$ cat config.mk
export PLATFORM = sky130hd
export DESIGN_NAME = fmcr_mode_regs
export DESIGN_NICKNAME = d
export VERILOG_FILES = /design/src/logic/fmcr_pkg.sv /design/src/logic/fmcr_mode_regs.sv /design/src/logic/fmcr_symbol_tick.sv /design/src/logic/fmcr_sync_tol.sv
export VERILOG_INCLUDE_DIRS = /design/src /design/src/logic
export SDC_FILE = /design/constraint.sdc
export NUM_CORES = 1
export LEC_CHECK = 0
export ABC_AREA = 1
export BUFFER_PORTS_ARGS = -buffer_cell sky130_fd_sc_hd__buf_2
export CAP_MARGIN = 10
export CORE_ASPECT_RATIO = 1.5
export CORE_MARGIN = 2
export CORE_UTILIZATION = 45
export CTS_BUF_LIST = sky130_fd_sc_hd__clkbuf_8 sky130_fd_sc_hd__clkbuf_16
export DETAILED_ROUTE_END_ITERATION = 6
export GPL_ROUTABILITY_DRIVEN = 0
export PLACE_DENSITY = 0.75
export SLEW_MARGIN = 30
export SYNTH_ARGS = -nofsm -noshare
export SYNTH_HDL_FRONTEND = slang
export SYNTH_SLANG_ARGS = --single-unit
$ cat constraint.sdc
create_clock -name clk -period 7.1 [get_ports clk]
set_clock_uncertainty 0.15 [all_clocks]
set_input_delay 0.355 -clock clk [delete_from_list [all_inputs] [get_ports clk]]
set_output_delay 0.355 -clock clk [all_outputs]
set_load 0.005 [all_outputs]
$ cat src/logic/fmcr_cfg.svh
// fmcr_cfg.svh: offsets, field positions, reset values and timing counts
// assumes inclusion by bare name from package and design files
`ifndef FMCR_CFG_SVH
`define FMCR_CFG_SVH

// register addresses on the plain host port (3-bit address)
`define FMCR_ADDR_RXCFG 3'h0
`define FMCR_ADDR_MODE 3'h1
`define FMCR_ADDR_STAT 3'h2
`define FMCR_ADDR_EVT 3'h3

// field positions of symbol_rate_and_receive_config
`define FMCR_DIV_HI 7
`define FMCR_DIV_LO 6
`define FMCR_TOL_HI 5
`define FMCR_TOL_LO 4
`define FMCR_LEV_HI 3
`define FMCR_LEV_LO 2
`define FMCR_BW_HI 1
`define FMCR_BW_LO 0

// field positions of operating_mode_config
`define FMCR_IRQEN_BIT 7
`define FMCR_INV_BIT 6
`define FMCR_DIR_BIT 5
`define FMCR_EYE_BIT 4
`define FMCR_POWERSAVE_BIT 3

// reset values
`define FMCR_RXCFG_RST 8'h00
`define FMCR_MODE_RST 8'h00

// unsettled time after leaving powersave, in symbol times
`define FMCR_SETTLE_SYMBOLS 20
`define FMCR_SETTLE_W 5

// divider counter width covers the 4096 ratio
`define FMCR_DIVCNT_W 12

`endif

$ cat src/logic/fmcr_pkg.sv
// fmcr_pkg.sv: types for the modem configuration register bank
// assumes fmcr_cfg.svh is on the include path
package fmcr_pkg;

    // level measurement modes
    typedef enum logic [1:0] {
        FMCR_LEV_HOLD = 2'h0,
        FMCR_LEV_TRACK = 2'h1,
        FMCR_LEV_LOSSY = 2'h2,
        FMCR_LEV_SLOWPK = 2'h3
    } fmcr_lev_t;

    // clock recovery loop bandwidths
    typedef enum logic [1:0] {
        FMCR_BW_HOLD = 2'h0,
        FMCR_BW_NARROW = 2'h1,
        FMCR_BW_MEDIUM = 2'h2,
        FMCR_BW_WIDE = 2'h3
    } fmcr_bw_t;

    // power state; on -> off -> settling -> on, one-bit steps except settling -> on
    typedef enum logic [1:0] {
        FMCR_PWR_RUN = 2'h0,
        FMCR_PWR_SAVE = 2'h1,
        FMCR_PWR_SETTLE = 2'h3
    } fmcr_pwr_t;

endpackage : fmcr_pkg

$ cat src/logic/fmcr_mode_regs.sv
// fmcr_mode_regs.sv: configuration and mode registers of the fsk modem
// assumes host on a plain strobe port and the same crystal clock;
// analog and task engines sit outside and take the decoded controls
//
// Chosen here: the strobed register port and the address map.
`timescale 1ns/1ps
`include "fmcr_cfg.svh"

// Summary of operation
// - 8-bit write-only config: divider, sync tolerance, level mode, loop bandwidth.
// - config bits 7:6 select divide ratio 512, 1024, 2048 or 4096.
// - receive only, bits 5:4 allow 0, 2, 4 or 6 sync mismatches.
// - each adjacent level step counts one mismatch.
// - receive only, bits 3:2 pick hold, track, lossy or slow peak.
// - level acquisition forces slow peak detect until frame sync found.
// - hold level mode isolates offset capacitors from charge and discharge.
// - bits 1:0 pick loop bandwidth; clock acquisition overrides; transmit ignores.
// - hold bandwidth disables feedback; loop runs free at divided crystal.
// - second 8-bit write-only register holds operating modes.
// - bit 7 set drives interrupt pin low while interrupt status set.
// - bit 6 inverts symbol sense at transmit output and receive input.
// - bit 5 selects transmit; any change cancels the current task.
// - bit 4 in receive routes equalised signal to transmit buffer.
// - bit 3 powers down filters, extraction and transmit buffer.
// - after leaving powersave, treat filters unsettled about 20 symbols.
// - direction or powersave change sets buffer free without interrupt.
module fmcr_mode_regs (
    // clock and reset
    input wire logic clk,
    input wire logic reset,
    input wire logic clkEn,
    // host register port
    input wire logic [2:0] regAddr,
    input wire logic [7:0] regWdata,
    input wire logic regWr,
    input wire logic regRd,
    output logic [7:0] regRdata,
    // task engine inputs
    input wire logic irqStatus,
    input wire logic levelAcquireSequence,
    input wire logic symbolClockAcquireSequence,
    input wire logic frameSyncFound,
    input wire logic [1:0] syncExpected,
    input wire logic [1:0] syncReceived,
    // sync search result
    output logic syncMismatchOk,
    // decoded receive controls
    output logic [1:0] levelMeasureMode,
    output logic offsetCapIsolate,
    output logic [1:0] clockLoopBandwidth,
    output logic loopFeedbackOn,
    output logic symbolTick,
    // decoded mode controls
    output logic interruptPinLowN,
    output logic symbolPolarityInvert,
    output logic directionSelect,
    output logic receiveEyeTest,
    output logic powersave,
    output logic filtersUnsettled,
    output logic taskCancel,
    output logic bufferFreeSet
);
    logic [7:0] rxCfg_r;
    logic [7:0] mode_r;
    logic [7:0] rdata_r;
    logic syncSeen_r;
    logic unsettled_r;
    logic cancel_r;
    logic buffer_free_flag_r;
    logic interrupt_pin_low_r;
    logic syncOk_r;
    logic [2:0] missTotal_r;
    logic [2:0] missTotal_nxt;
    logic [`FMCR_SETTLE_W-1:0] settle_r;
    logic [`FMCR_SETTLE_W-1:0] settle_nxt;
    fmcr_pkg::fmcr_pwr_t pwr_r;
    fmcr_pkg::fmcr_pwr_t pwr_nxt;
    logic [1:0] lev_r;
    logic capIso_r;
    logic [1:0] bw_r;
    logic fb_r;
    logic eye_r;
    logic tick;
    logic [1:0] steps;

    // address decode
    wire wrCfg = clkEn && regWr && (regAddr == `FMCR_ADDR_RXCFG);
    wire wrMode = clkEn && regWr && (regAddr == `FMCR_ADDR_MODE);

    // field views
    wire txMode = mode_r[`FMCR_DIR_BIT];
    wire [1:0] cfgDiv = rxCfg_r[`FMCR_DIV_HI:`FMCR_DIV_LO];
    wire [1:0] cfgTol = rxCfg_r[`FMCR_TOL_HI:`FMCR_TOL_LO];
    wire [1:0] cfgLev = rxCfg_r[`FMCR_LEV_HI:`FMCR_LEV_LO];
    wire [1:0] cfgBw = rxCfg_r[`FMCR_BW_HI:`FMCR_BW_LO];
    wire psaveBit = mode_r[`FMCR_POWERSAVE_BIT];

    // mode change detect against the new write
    wire dirChange = wrMode && (regWdata[`FMCR_DIR_BIT] != mode_r[`FMCR_DIR_BIT]);
    wire psChange = wrMode && (regWdata[`FMCR_POWERSAVE_BIT] != mode_r[`FMCR_POWERSAVE_BIT]);

    // effective level mode: acquisition forces slow peak until sync
    wire levForced = levelAcquireSequence && !frameSyncFound && !syncSeen_r;
    wire [1:0] levEff = levForced ? fmcr_pkg::FMCR_LEV_SLOWPK : cfgLev;

    // effective bandwidth: clock acquisition starts wide
    wire [1:0] bwEff = symbolClockAcquireSequence ? fmcr_pkg::FMCR_BW_WIDE : cfgBw;

    // tolerance 0/2/4/6 as twice the code
    // total saturates at 7, above the largest limit, so no wrap can pass a bad search
    wire [2:0] tolLimit = {cfgTol, 1'b0};
    wire [3:0] missSum = {1'b0, missTotal_r} + {2'b00, steps};
    assign missTotal_nxt = (missSum > 4'h7) ? 3'h7 : missSum[2:0];

    // divider stops while powered down
    fmcr_symbol_tick u_tick (
        .clk(clk),
        .reset(reset),
        .clkEn(clkEn),
        .divSel(cfgDiv),
        .run(!psaveBit),
        .tick(tick)
    );

    fmcr_sync_tol u_tol (
        .expected(syncExpected),
        .received(syncReceived),
        .steps(steps)
    );

    // host writes capture whole bytes; used from the next cycle on
    always_ff @(posedge clk) begin
        if (reset) begin
            rxCfg_r <= `FMCR_RXCFG_RST;
            mode_r <= `FMCR_MODE_RST;
        end else begin
            if (wrCfg) begin
                rxCfg_r <= regWdata;
            end
            if (wrMode) begin
                mode_r <= regWdata;
            end
        end
    end

    // write-only bank: reads give zero, no side effects
    always_ff @(posedge clk) begin
        if (reset) begin
            rdata_r <= 8'h00;
        end else if (clkEn) begin
            rdata_r <= 8'h00;
        end
    end

    // direction change cancels the running task, one-cycle pulse
    always_ff @(posedge clk) begin
        if (reset) begin
            cancel_r <= 1'b0;
        end else if (clkEn) begin
            cancel_r <= dirChange;
        end
    end

    // buffer free pulse; no interrupt request is raised from here
    always_ff @(posedge clk) begin
        if (reset) begin
            buffer_free_flag_r <= 1'b0;
        end else if (clkEn) begin
            buffer_free_flag_r <= dirChange || psChange;
        end
    end

    // mismatch accumulation; resets when frame sync is found or in transmit
    always_ff @(posedge clk) begin
        if (reset) begin
            missTotal_r <= 3'h0;
            syncOk_r <= 1'b0;
        end else if (clkEn) begin
            if (txMode || frameSyncFound) begin
                missTotal_r <= 3'h0;
                syncOk_r <= 1'b0;
            end else if (tick) begin
                missTotal_r <= missTotal_nxt;
                syncOk_r <= (missTotal_nxt <= tolLimit);
            end
        end
    end

    // powersave settle tracker, counted in symbol ticks
    always_comb begin
        pwr_nxt = pwr_r;
        settle_nxt = settle_r;
        case (pwr_r)
            fmcr_pkg::FMCR_PWR_RUN: begin
                if (psaveBit) begin
                    pwr_nxt = fmcr_pkg::FMCR_PWR_SAVE;
                end
            end
            fmcr_pkg::FMCR_PWR_SAVE: begin
                if (!psaveBit) begin
                    pwr_nxt = fmcr_pkg::FMCR_PWR_SETTLE;
                    settle_nxt = `FMCR_SETTLE_W'(`FMCR_SETTLE_SYMBOLS);
                end
            end
            fmcr_pkg::FMCR_PWR_SETTLE: begin
                if (psaveBit) begin
                    pwr_nxt = fmcr_pkg::FMCR_PWR_SAVE;
                end else if (settle_r == '0) begin
                    pwr_nxt = fmcr_pkg::FMCR_PWR_RUN;
                end else if (tick) begin
                    settle_nxt = settle_r - `FMCR_SETTLE_W'(1);
                end
            end
            default: begin
                pwr_nxt = fmcr_pkg::FMCR_PWR_RUN;
            end
        endcase
    end

    // power state and settle count
    always_ff @(posedge clk) begin
        if (reset) begin
            pwr_r <= fmcr_pkg::FMCR_PWR_RUN;
            settle_r <= '0;
        end else if (clkEn) begin
            pwr_r <= pwr_nxt;
            settle_r <= settle_nxt;
        end
    end

    // unsettled flag kept in its own flop so the pin never sees a state decode
    always_ff @(posedge clk) begin
        if (reset) begin
            unsettled_r <= 1'b0;
        end else if (clkEn) begin
            unsettled_r <= (pwr_nxt != fmcr_pkg::FMCR_PWR_RUN);
        end
    end

    // sync seen in this acquisition; a found pulse ends the forced peak mode until levelAcquireSequence drops
    always_ff @(posedge clk) begin
        if (reset) begin
            syncSeen_r <= 1'b0;
        end else if (clkEn) begin
            syncSeen_r <= levelAcquireSequence && (syncSeen_r || frameSyncFound);
        end
    end

    // registered level controls; transmit leaves them at hold
    always_ff @(posedge clk) begin
        if (reset) begin
            lev_r <= 2'h0;
            capIso_r <= 1'b1;
        end else if (clkEn) begin
            lev_r <= txMode ? 2'h0 : levEff;
            capIso_r <= txMode || (levEff == fmcr_pkg::FMCR_LEV_HOLD);
        end
    end

    // registered loop controls; transmit opens the loop
    always_ff @(posedge clk) begin
        if (reset) begin
            bw_r <= 2'h0;
            fb_r <= 1'b0;
        end else if (clkEn) begin
            bw_r <= txMode ? 2'h0 : bwEff;
            fb_r <= !txMode && (bwEff != fmcr_pkg::FMCR_BW_HOLD);
        end
    end

    // interrupt pin, one cycle behind the status bit
    always_ff @(posedge clk) begin
        if (reset) begin
            interrupt_pin_low_r <= 1'b1;
        end else if (clkEn) begin
            interrupt_pin_low_r <= !(mode_r[`FMCR_IRQEN_BIT] && irqStatus);
        end
    end

    // eye test only makes sense while receiving and powered
    always_ff @(posedge clk) begin
        if (reset) begin
            eye_r <= 1'b0;
        end else if (clkEn) begin
            eye_r <= mode_r[`FMCR_EYE_BIT] && !txMode && !psaveBit;
        end
    end

    // output assignment; invert, direction and powersave flags come straight from the register
    assign regRdata = rdata_r;
    assign syncMismatchOk = syncOk_r;
    assign levelMeasureMode = lev_r;
    assign offsetCapIsolate = capIso_r;
    assign clockLoopBandwidth = bw_r;
    assign loopFeedbackOn = fb_r;
    assign symbolTick = tick;
    assign interruptPinLowN = interrupt_pin_low_r;
    assign symbolPolarityInvert = mode_r[`FMCR_INV_BIT];
    assign directionSelect = mode_r[`FMCR_DIR_BIT];
    assign receiveEyeTest = eye_r;
    assign powersave = psaveBit;
    assign filtersUnsettled = unsettled_r;
    assign taskCancel = cancel_r;
    assign bufferFreeSet = buffer_free_flag_r;
endmodule : fmcr_mode_regs

$ cat src/logic/fmcr_symbol_tick.sv
// fmcr_symbol_tick.sv: crystal to symbol rate divider, one-cycle tick
// assumes clk is the crystal clock; ratio selected by a 2-bit code
`timescale 1ns/1ps
`include "fmcr_cfg.svh"
module fmcr_symbol_tick (
    // clock and control
    input wire logic clk,
    input wire logic reset,
    input wire logic clkEn,
    // divider setting
    input wire logic [1:0] divSel,
    input wire logic run,
    // symbol tick
    output logic tick
);
    logic [`FMCR_DIVCNT_W-1:0] cnt_r;
    logic [`FMCR_DIVCNT_W-1:0] cnt_nxt;
    logic [`FMCR_DIVCNT_W-1:0] lastCnt;
    logic tick_r;

    // 512 << code, minus one: terminal count
    assign lastCnt = {{(`FMCR_DIVCNT_W-9){1'b0}}, 9'h1FF} << divSel |
                     ((`FMCR_DIVCNT_W'(1) << divSel) - `FMCR_DIVCNT_W'(1));
    assign cnt_nxt = (!run || cnt_r >= lastCnt) ? '0 : cnt_r + `FMCR_DIVCNT_W'(1);
    assign tick = tick_r;

    // counter restarts when divider stopped, so a new ratio takes clean effect
    always_ff @(posedge clk) begin
        if (reset) begin
            cnt_r <= '0;
            tick_r <= 1'b0;
        end else if (clkEn) begin
            cnt_r <= cnt_nxt;
            tick_r <= run && (cnt_r >= lastCnt);
        end
    end
endmodule : fmcr_symbol_tick

$ cat src/logic/fmcr_sync_tol.sv
// fmcr_sync_tol.sv: frame sync mismatch weight for one symbol
// assumes symbols coded 00=-3 01=-1 10=+1 11=+3 (level order)
`timescale 1ns/1ps
module fmcr_sync_tol (
    // symbols
    input wire logic [1:0] expected,
    input wire logic [1:0] received,
    // mismatch steps, 0 to 3
    output logic [1:0] steps
);
    // one step per adjacent level distance
    assign steps = (expected > received) ? expected - received
                                         : received - expected;
endmodule : fmcr_sync_tol

# --- After elaboration in Yosys (flattened, before gate mapping) ---
# Index checks and enable logic that the tools add are counted.
# W data, S select, Z words.
totals:
  mem_bits_rw: 0
  memories: 0
  output_inout_bits: 24
  regBits: 52
  latchBits: 0
  romBits: 0
  in_bits: 24
op_classes:
  n_lt_le_gt_ge: 4
  div_mod_pow: 0
  bitwise_logic: 1
  mux: 21
  shifts: 2
  n_addsub: 6
  eq_ne: 9
  multipliers: 0
  n_reduce_logical: 33
ops:
  columns: ["cell", "n"]
  rows:
  - ["$mux W5", 4]
  - ["$mux W2", 9]
  - ["$logic_and A1 B1 Y1", 13]
  - ["$add A12 B1 Y12 const B", 1]
  - ["$ge A12 B12 Y1", 1]
  - ["$mux W12", 1]
  - ["$or A12 B12 Y12", 1]
  - ["$shl A1 B2 Y12 const A", 1]
  - ["$shl A9 B2 Y12 const A", 1]
  - ["$sub A12 B1 Y12 const B", 1]
  - ["$pmux W5 S2", 1]
  - ["$mux W3", 3]
  - ["$reduce_bool A2 Y1", 4]
  - ["$ne A2 B2 Y1 const B", 3]
  - ["$pmux W2 S3", 1]
  - ["$reduce_and A6 Y1", 1]
  - ["$logic_not A1 Y1", 5]
  - ["$logic_not A5 Y1", 1]
  - ["$logic_or A1 B1 Y1", 5]
  - ["$sub A5 B1 Y5 const B", 1]
  - ["$add A3 B2 Y4", 1]
  - ["$gt A4 B3 Y1 const B", 1]
  - ["$logic_not A2 Y1", 2]
  - ["$sub A2 B2 Y2", 2]
  - ["10 further kinds", 12]

# --- Logic depth before layout (Yosys ltp) ---
logic_depth:
  ltp_word: 8
  mapped_depth: 19

# --- Cells and area by module ---
# From an unflattened synthesis, not the netlist that was laid out.
hier_totals:
  cells_unflattened: 367
  hier_area_um2: 2617.5
by_module_without_submodules:
  columns: ["mod", "area_each_um2", "cells_per_inst", "n_inst"]
  rows:
  - ["fmcr_mode_regs", 1742.9, 240, 1]
  - ["fmcr_symbol_tick", 759.5, 108, 1]
  - ["fmcr_sync_tol", 115.1, 19, 1]

# --- Least setup slack after synthesis ---
# No wires, ideal clock.
synth_path:
  path_kind: "input to register"
  start: "input port syncExpected[0]"
  end: "register syncOk_r, in the netlist syncMismatchOk"
  setup_slack_ns: 4.066
  n_path_buf: 0
  t_required_ns: 6.880
  path_stages: 17
  t_arrival_ns: 2.813
  cell_sequence: "inv_1 ha_1 fa_1 a21o_1 o21ai_0 inv_1 ha_1 nand2_1 inv_1 o21ai_0 nand3_1 ha_1 nand2_1 nand3b_1 nand2_1 nand2_1 a21oi_1"
synth_between:
  elab_chain_len: 8
synth_lines:
  columns: ["element", "line_no", "source"]
  rows:
  - ["from (decl)", "fmcr_mode_regs.sv:43", "input wire logic [1:0] syncExpected,"]
  - ["$sub A2 B2 Y2 (tied with other cells)", "fmcr_sync_tol.sv:13", ": received - expected;"]
  - ["$mux W2 (*)", "fmcr_sync_tol.sv:12", "assign steps = (expected > received) ? expected - received"]
  - ["$add A3 B2 Y4 (*)", "fmcr_mode_regs.sv:112", "wire [3:0] missSum = {1'b0, missTotal_r} + {2'b00, steps};"]
  - ["$gt A4 B3 Y1", "fmcr_mode_regs.sv:113", "assign missTotal_nxt = (missSum > 4'h7) ? 3'h7 : missSum[2:0];"]
  - ["$mux W3 (*)", "fmcr_mode_regs.sv:113", null]
  - ["$le A3 B3 Y1 (*)", "fmcr_mode_regs.sv:184", "syncOk_r <= (missTotal_nxt <= tolLimit);"]
  - ["$mux W1 (*)", "fmcr_mode_regs.sv:182", "end else if (tick) begin"]
  - ["$mux W1 (*)", "fmcr_mode_regs.sv:179", "if (txMode || frameSyncFound) begin"]
  - ["to (signal assigned)", "fmcr_mode_regs.sv:184", null]
  - ["to (decl)", "fmcr_mode_regs.sv:71", "logic syncOk_r;"]
# Every way passes the cells marked *; elsewhere a longest branch is shown, timed or not. The select of a mux whose other input is x is not followed.
# A chain may end at the register's enable or synchronous reset.

# --- Worst setup path after layout ---
# Ends and elaborated chain as after synthesis.

==> flow_summary.ini <==
[clocking]
cts_tree = yes
path_clk_slew_ps = 90
numCtsBuffers = 5
cts_resized = 0
clk-insertion-delay-late_ps = 300
cts_root_buf = clkbuf_8
post_cts_buffers = 0
htree_levels = 2
cts.sinks = 49
cts_buffer_depth = 2
hold_buffers = 0

[detailed_routing]
drc = 0
dr.pass1.iters = 4
detail-route-antenna-nets = 0
drtIter0Drc = 92
drt-wirelength-per-cell_um = 10.9
vias = 2212
drt_wl_total_um = 4990
routed_via_density = 4.83

[critical_path]
slowest_stage = fa_1
critical_path_required_ps = 7180
path_cells = buf_2 -> inv_1 -> ha_1 -> fa_1 -> a21o_1 -> o21ai_0 -> inv_1 -> ha_1 -> nand2_1 -> inv_1 -> o21ai_0 -> nand3_1 -> ha_1 -> nand2_1 -> nand3b_1 -> nand2_1 -> nand2_1 -> a21oi_1
arrival_ps = 3210
r2r_start = missTotal_r[0]$_SDFFE_PP0P_
cp_num_buf_inv = 4
worstReg2RegEnd = syncMismatchOk$_SDFFE_PP0P_
cp_slowest_stage_delay_ps = 360
ff2ff_setup_slack_ps = 4890
cp_common_cell = nand2_1
critical_path.startpoint_type = input port
reg2regPathDepth = 11
critPathMaxFanout = 4
cpLargestDelayFamily = adder cells
endpoint_kind = flip-flop
critPathKind = input port to flip-flop

[worst_hold_path]
min_path_cells = 3
holdPathEnd = rxCfg_r[1]$_SDFFE_PP0P_
hold_path.class = input port to flip-flop
min_from = regWdata[1]

[flow_run]
maxCapViolCount = 0

[sta]
drv_slew = 0
timing.slew.headroom_pct = 63.4
finalSetupViolations = 0
fin_crit_sh_pct = 44.0
fmax_mhz = 320
final_hold_viol_count = 0
worst_pin_slew_ps = 549
fin_setup_tns_ps = 0
period_minus_slack_ps = 3130
grt_setup_unrepaired = false

[layout]
final_nets = 427
area_growth_pct = 13.4
drive_above_1_share_pct = 14.4
fin_cells = 458
fill_cells = 558
antennaDiodeCount = 0

[logic_synthesis]
ys_seq_area_share_pct = 39.0
synthDistinctLibCells = 30
synth_top_family_by_area = simple AND/OR/NAND/NOR gates
synthAdderAreaFrac_pct = 8.56
synth_area_mm2 = 0.00251
yosys-mux-area-fraction_pct = 0
syn_area_per_cell_um2 = 7.18
ys_ff_latch = 49
synthSimpleGateAreaFrac_pct = 24.4
yosysWarnings = 0
synth_xor_area_share_pct = 3.83
synthCells = 350
synth_compound_area_share_pct = 13.5

[power]
powerDensity_mw_per_mm2 = 193
p_leak_uw = 0.00133
vdd_drop_max_mv = 0.128

[die]
die-area_mm2 = 0.00621
die_h_um = 95.5
die_x_um = 65.0
io_pins = 48
core_area_mm2 = 0.00545
rows = 33
initial_utilization_pct = 46.1

[run_status]
status = finished clean

[global_route]
grt_util_all_layers_pct = 17.6
grt_max_degree = 24
antenna_found_initial = 0
overflow = 0
grt_pass1_vias = 2078
grt_pass1_wl_um = 8640

[placement]
dp.cells = 450
dp_hpwl_um = 3830
portBuffers = 38
final cells by class:
class | instances | area [µm²] | area share [%]
multi-input cells | 246 | 1290 | 45.4
flip-flops and latches | 49 | 981 | 34.4
repair buffers | 38 | 190 | 6.67
inverters | 47 | 176 | 6.19
well taps | 70 | 87.6 | 3.07
clock buffers | 6 | 82.6 | 2.90
clock inverters | 2 | 37.5 | 1.32
tightest hold or removal path: stages:
cell and delay [ps]:
buf_2 70, o21ai_0 70, nor2_1 80
placed cells by master, fill, tap and decap left out:
cell / count
ha_1: 14
inv_2: 1
o211ai_1: 1
a21o_1: 1
or2_2: 2
buf_2: 38
nand2_2: 2
inv_1: 46
xnor2_1: 2
o21ai_2: 1
a211o_1: 1
bufinv_16: 1
nand4_1: 4
nand2_1: 76
nand3_1: 14
dfxtp_1: 49
nand3b_1: 1
a31oi_1: 1
nor2_4: 2
fa_1: 2
o21ai_1: 1
nor3_1: 1
o21ai_0: 24
conb_1: 8
clkinvlp_4: 1
xor2_1: 9
nor2_2: 2
clkbuf_8: 6
a21oi_1: 32
o21bai_1: 2
nor2_1: 43
cells in the mapped netlist:
cell | count | area, µm²
nor2_4 | 2 | 22.5
dfxtp_1 | 49 | 981
conb_1 | 1 | 3.75
nand3b_1 | 1 | 7.51
nand2_2 | 2 | 12.5
nand2_1 | 76 | 285
nor2_2 | 2 | 12.5
or2_2 | 2 | 12.5
nand4_1 | 4 | 25.0
xor2_1 | 9 | 78.8
nor2_1 | 43 | 161
ha_1 | 14 | 175
buf_2 | 1 | 5.00
inv_1 | 46 | 173
clkbuf_1 | 6 | 22.5
fa_1 | 2 | 40.0
inv_2 | 1 | 3.75
nor3_1 | 1 | 5.00
o21ai_2 | 1 | 8.76
o21ai_1 | 1 | 5.00
o21ai_0 | 24 | 120
a31oi_1 | 1 | 6.26
buf_4 | 8 | 60.1
o21bai_1 | 2 | 15.0
xnor2_1 | 2 | 17.5
o211ai_1 | 1 | 7.51
a21oi_1 | 32 | 160
nand3_1 | 14 | 70.1
a21o_1 | 1 | 7.51
a211o_1 | 1 | 8.76
cells by family after synthesis:
kind of cell	count (synthesis)
buffers and inverters	62
and+or+nand+nor	147
xor gates and xnor gates	11
adders and majority gates	16
DFF	49
other	1
AOI/OAI and AO/OA	64
report_power, final:
group | internal [µW] | total [µW] | leakage (µW) | switching (µW)
registers | 282 | 286 | 0.000398 | 4.72
clock network | 115 | 206 | 0.0000574 | 91.1
logic | 23.4 | 57.7 | 0.000874 | 34.3
flip-flops by register name, summed over array words and instances, names as in the netlist:
| name | cells |
|---|---|
| bufferFreeSet | 1 |
| clockLoopBandwidth | 2 |
| filtersUnsettled | 1 |
| interruptPinLowN | 1 |
| levelMeasureMode | 2 |
| loopFeedbackOn | 1 |
| missTotal_r | 3 |
| mode_r | 5 |
| offsetCapIsolate | 1 |
| pwr_r | 2 |
| receiveEyeTest | 1 |
| rxCfg_r | 8 |
| settle_r | 5 |
| syncMismatchOk | 1 |
| syncSeen_r | 1 |
| taskCancel | 1 |
| u_tick.cnt_r | 12 |
| u_tick.tick | 1 |
through the flow:
step / util [%] / hold slack, ps / area [µm²] / power [µW] / worst slack (ps)
final: 52.3 / 160 / 2850 / 550 / 3970
after global routing: 52.3 / 160 / 2850 / 579 / 3620
after CTS: 52.3 / 157 / 2850 / 556 / 3950
after detailed placement: 50.1 / 302 / 2730 / 351 / 3640
after global placement: 50.1 / 293 / 2730 / 349 / 3750
after floorplan: - / 280 / 2540 / 334 / 4070
metal layers:
layer  vias up  global-route usage (%)  part of all wire, %
li1       1161                       -                    -
met1      1004                    19.9                   42
met2        43                    32.7                   53
met3         4                    2.95                  4.2
met4         0                    6.42                  1.5
met5         -                       0                    0
worst max-delay path by stage:
stage	start	endpoint	cells past startpoint
2_1_floorplan	syncExpected[0]	syncMismatchOk$_SDFFE_PP0P_	17
3_3_place_gp	syncExpected[0]	syncMismatchOk$_SDFFE_PP0P_	18
3_5_place_dp	syncExpected[0]	syncMismatchOk$_SDFFE_PP0P_	18
4_1_cts	syncExpected[0]	syncMismatchOk$_SDFFE_PP0P_	18
5_1_grt	syncExpected[0]	syncMismatchOk$_SDFFE_PP0P_	18
6_report	syncExpected[0]	syncMismatchOk$_SDFFE_PP0P_	18
Note: power is estimated with default switching activity, not from simulation.
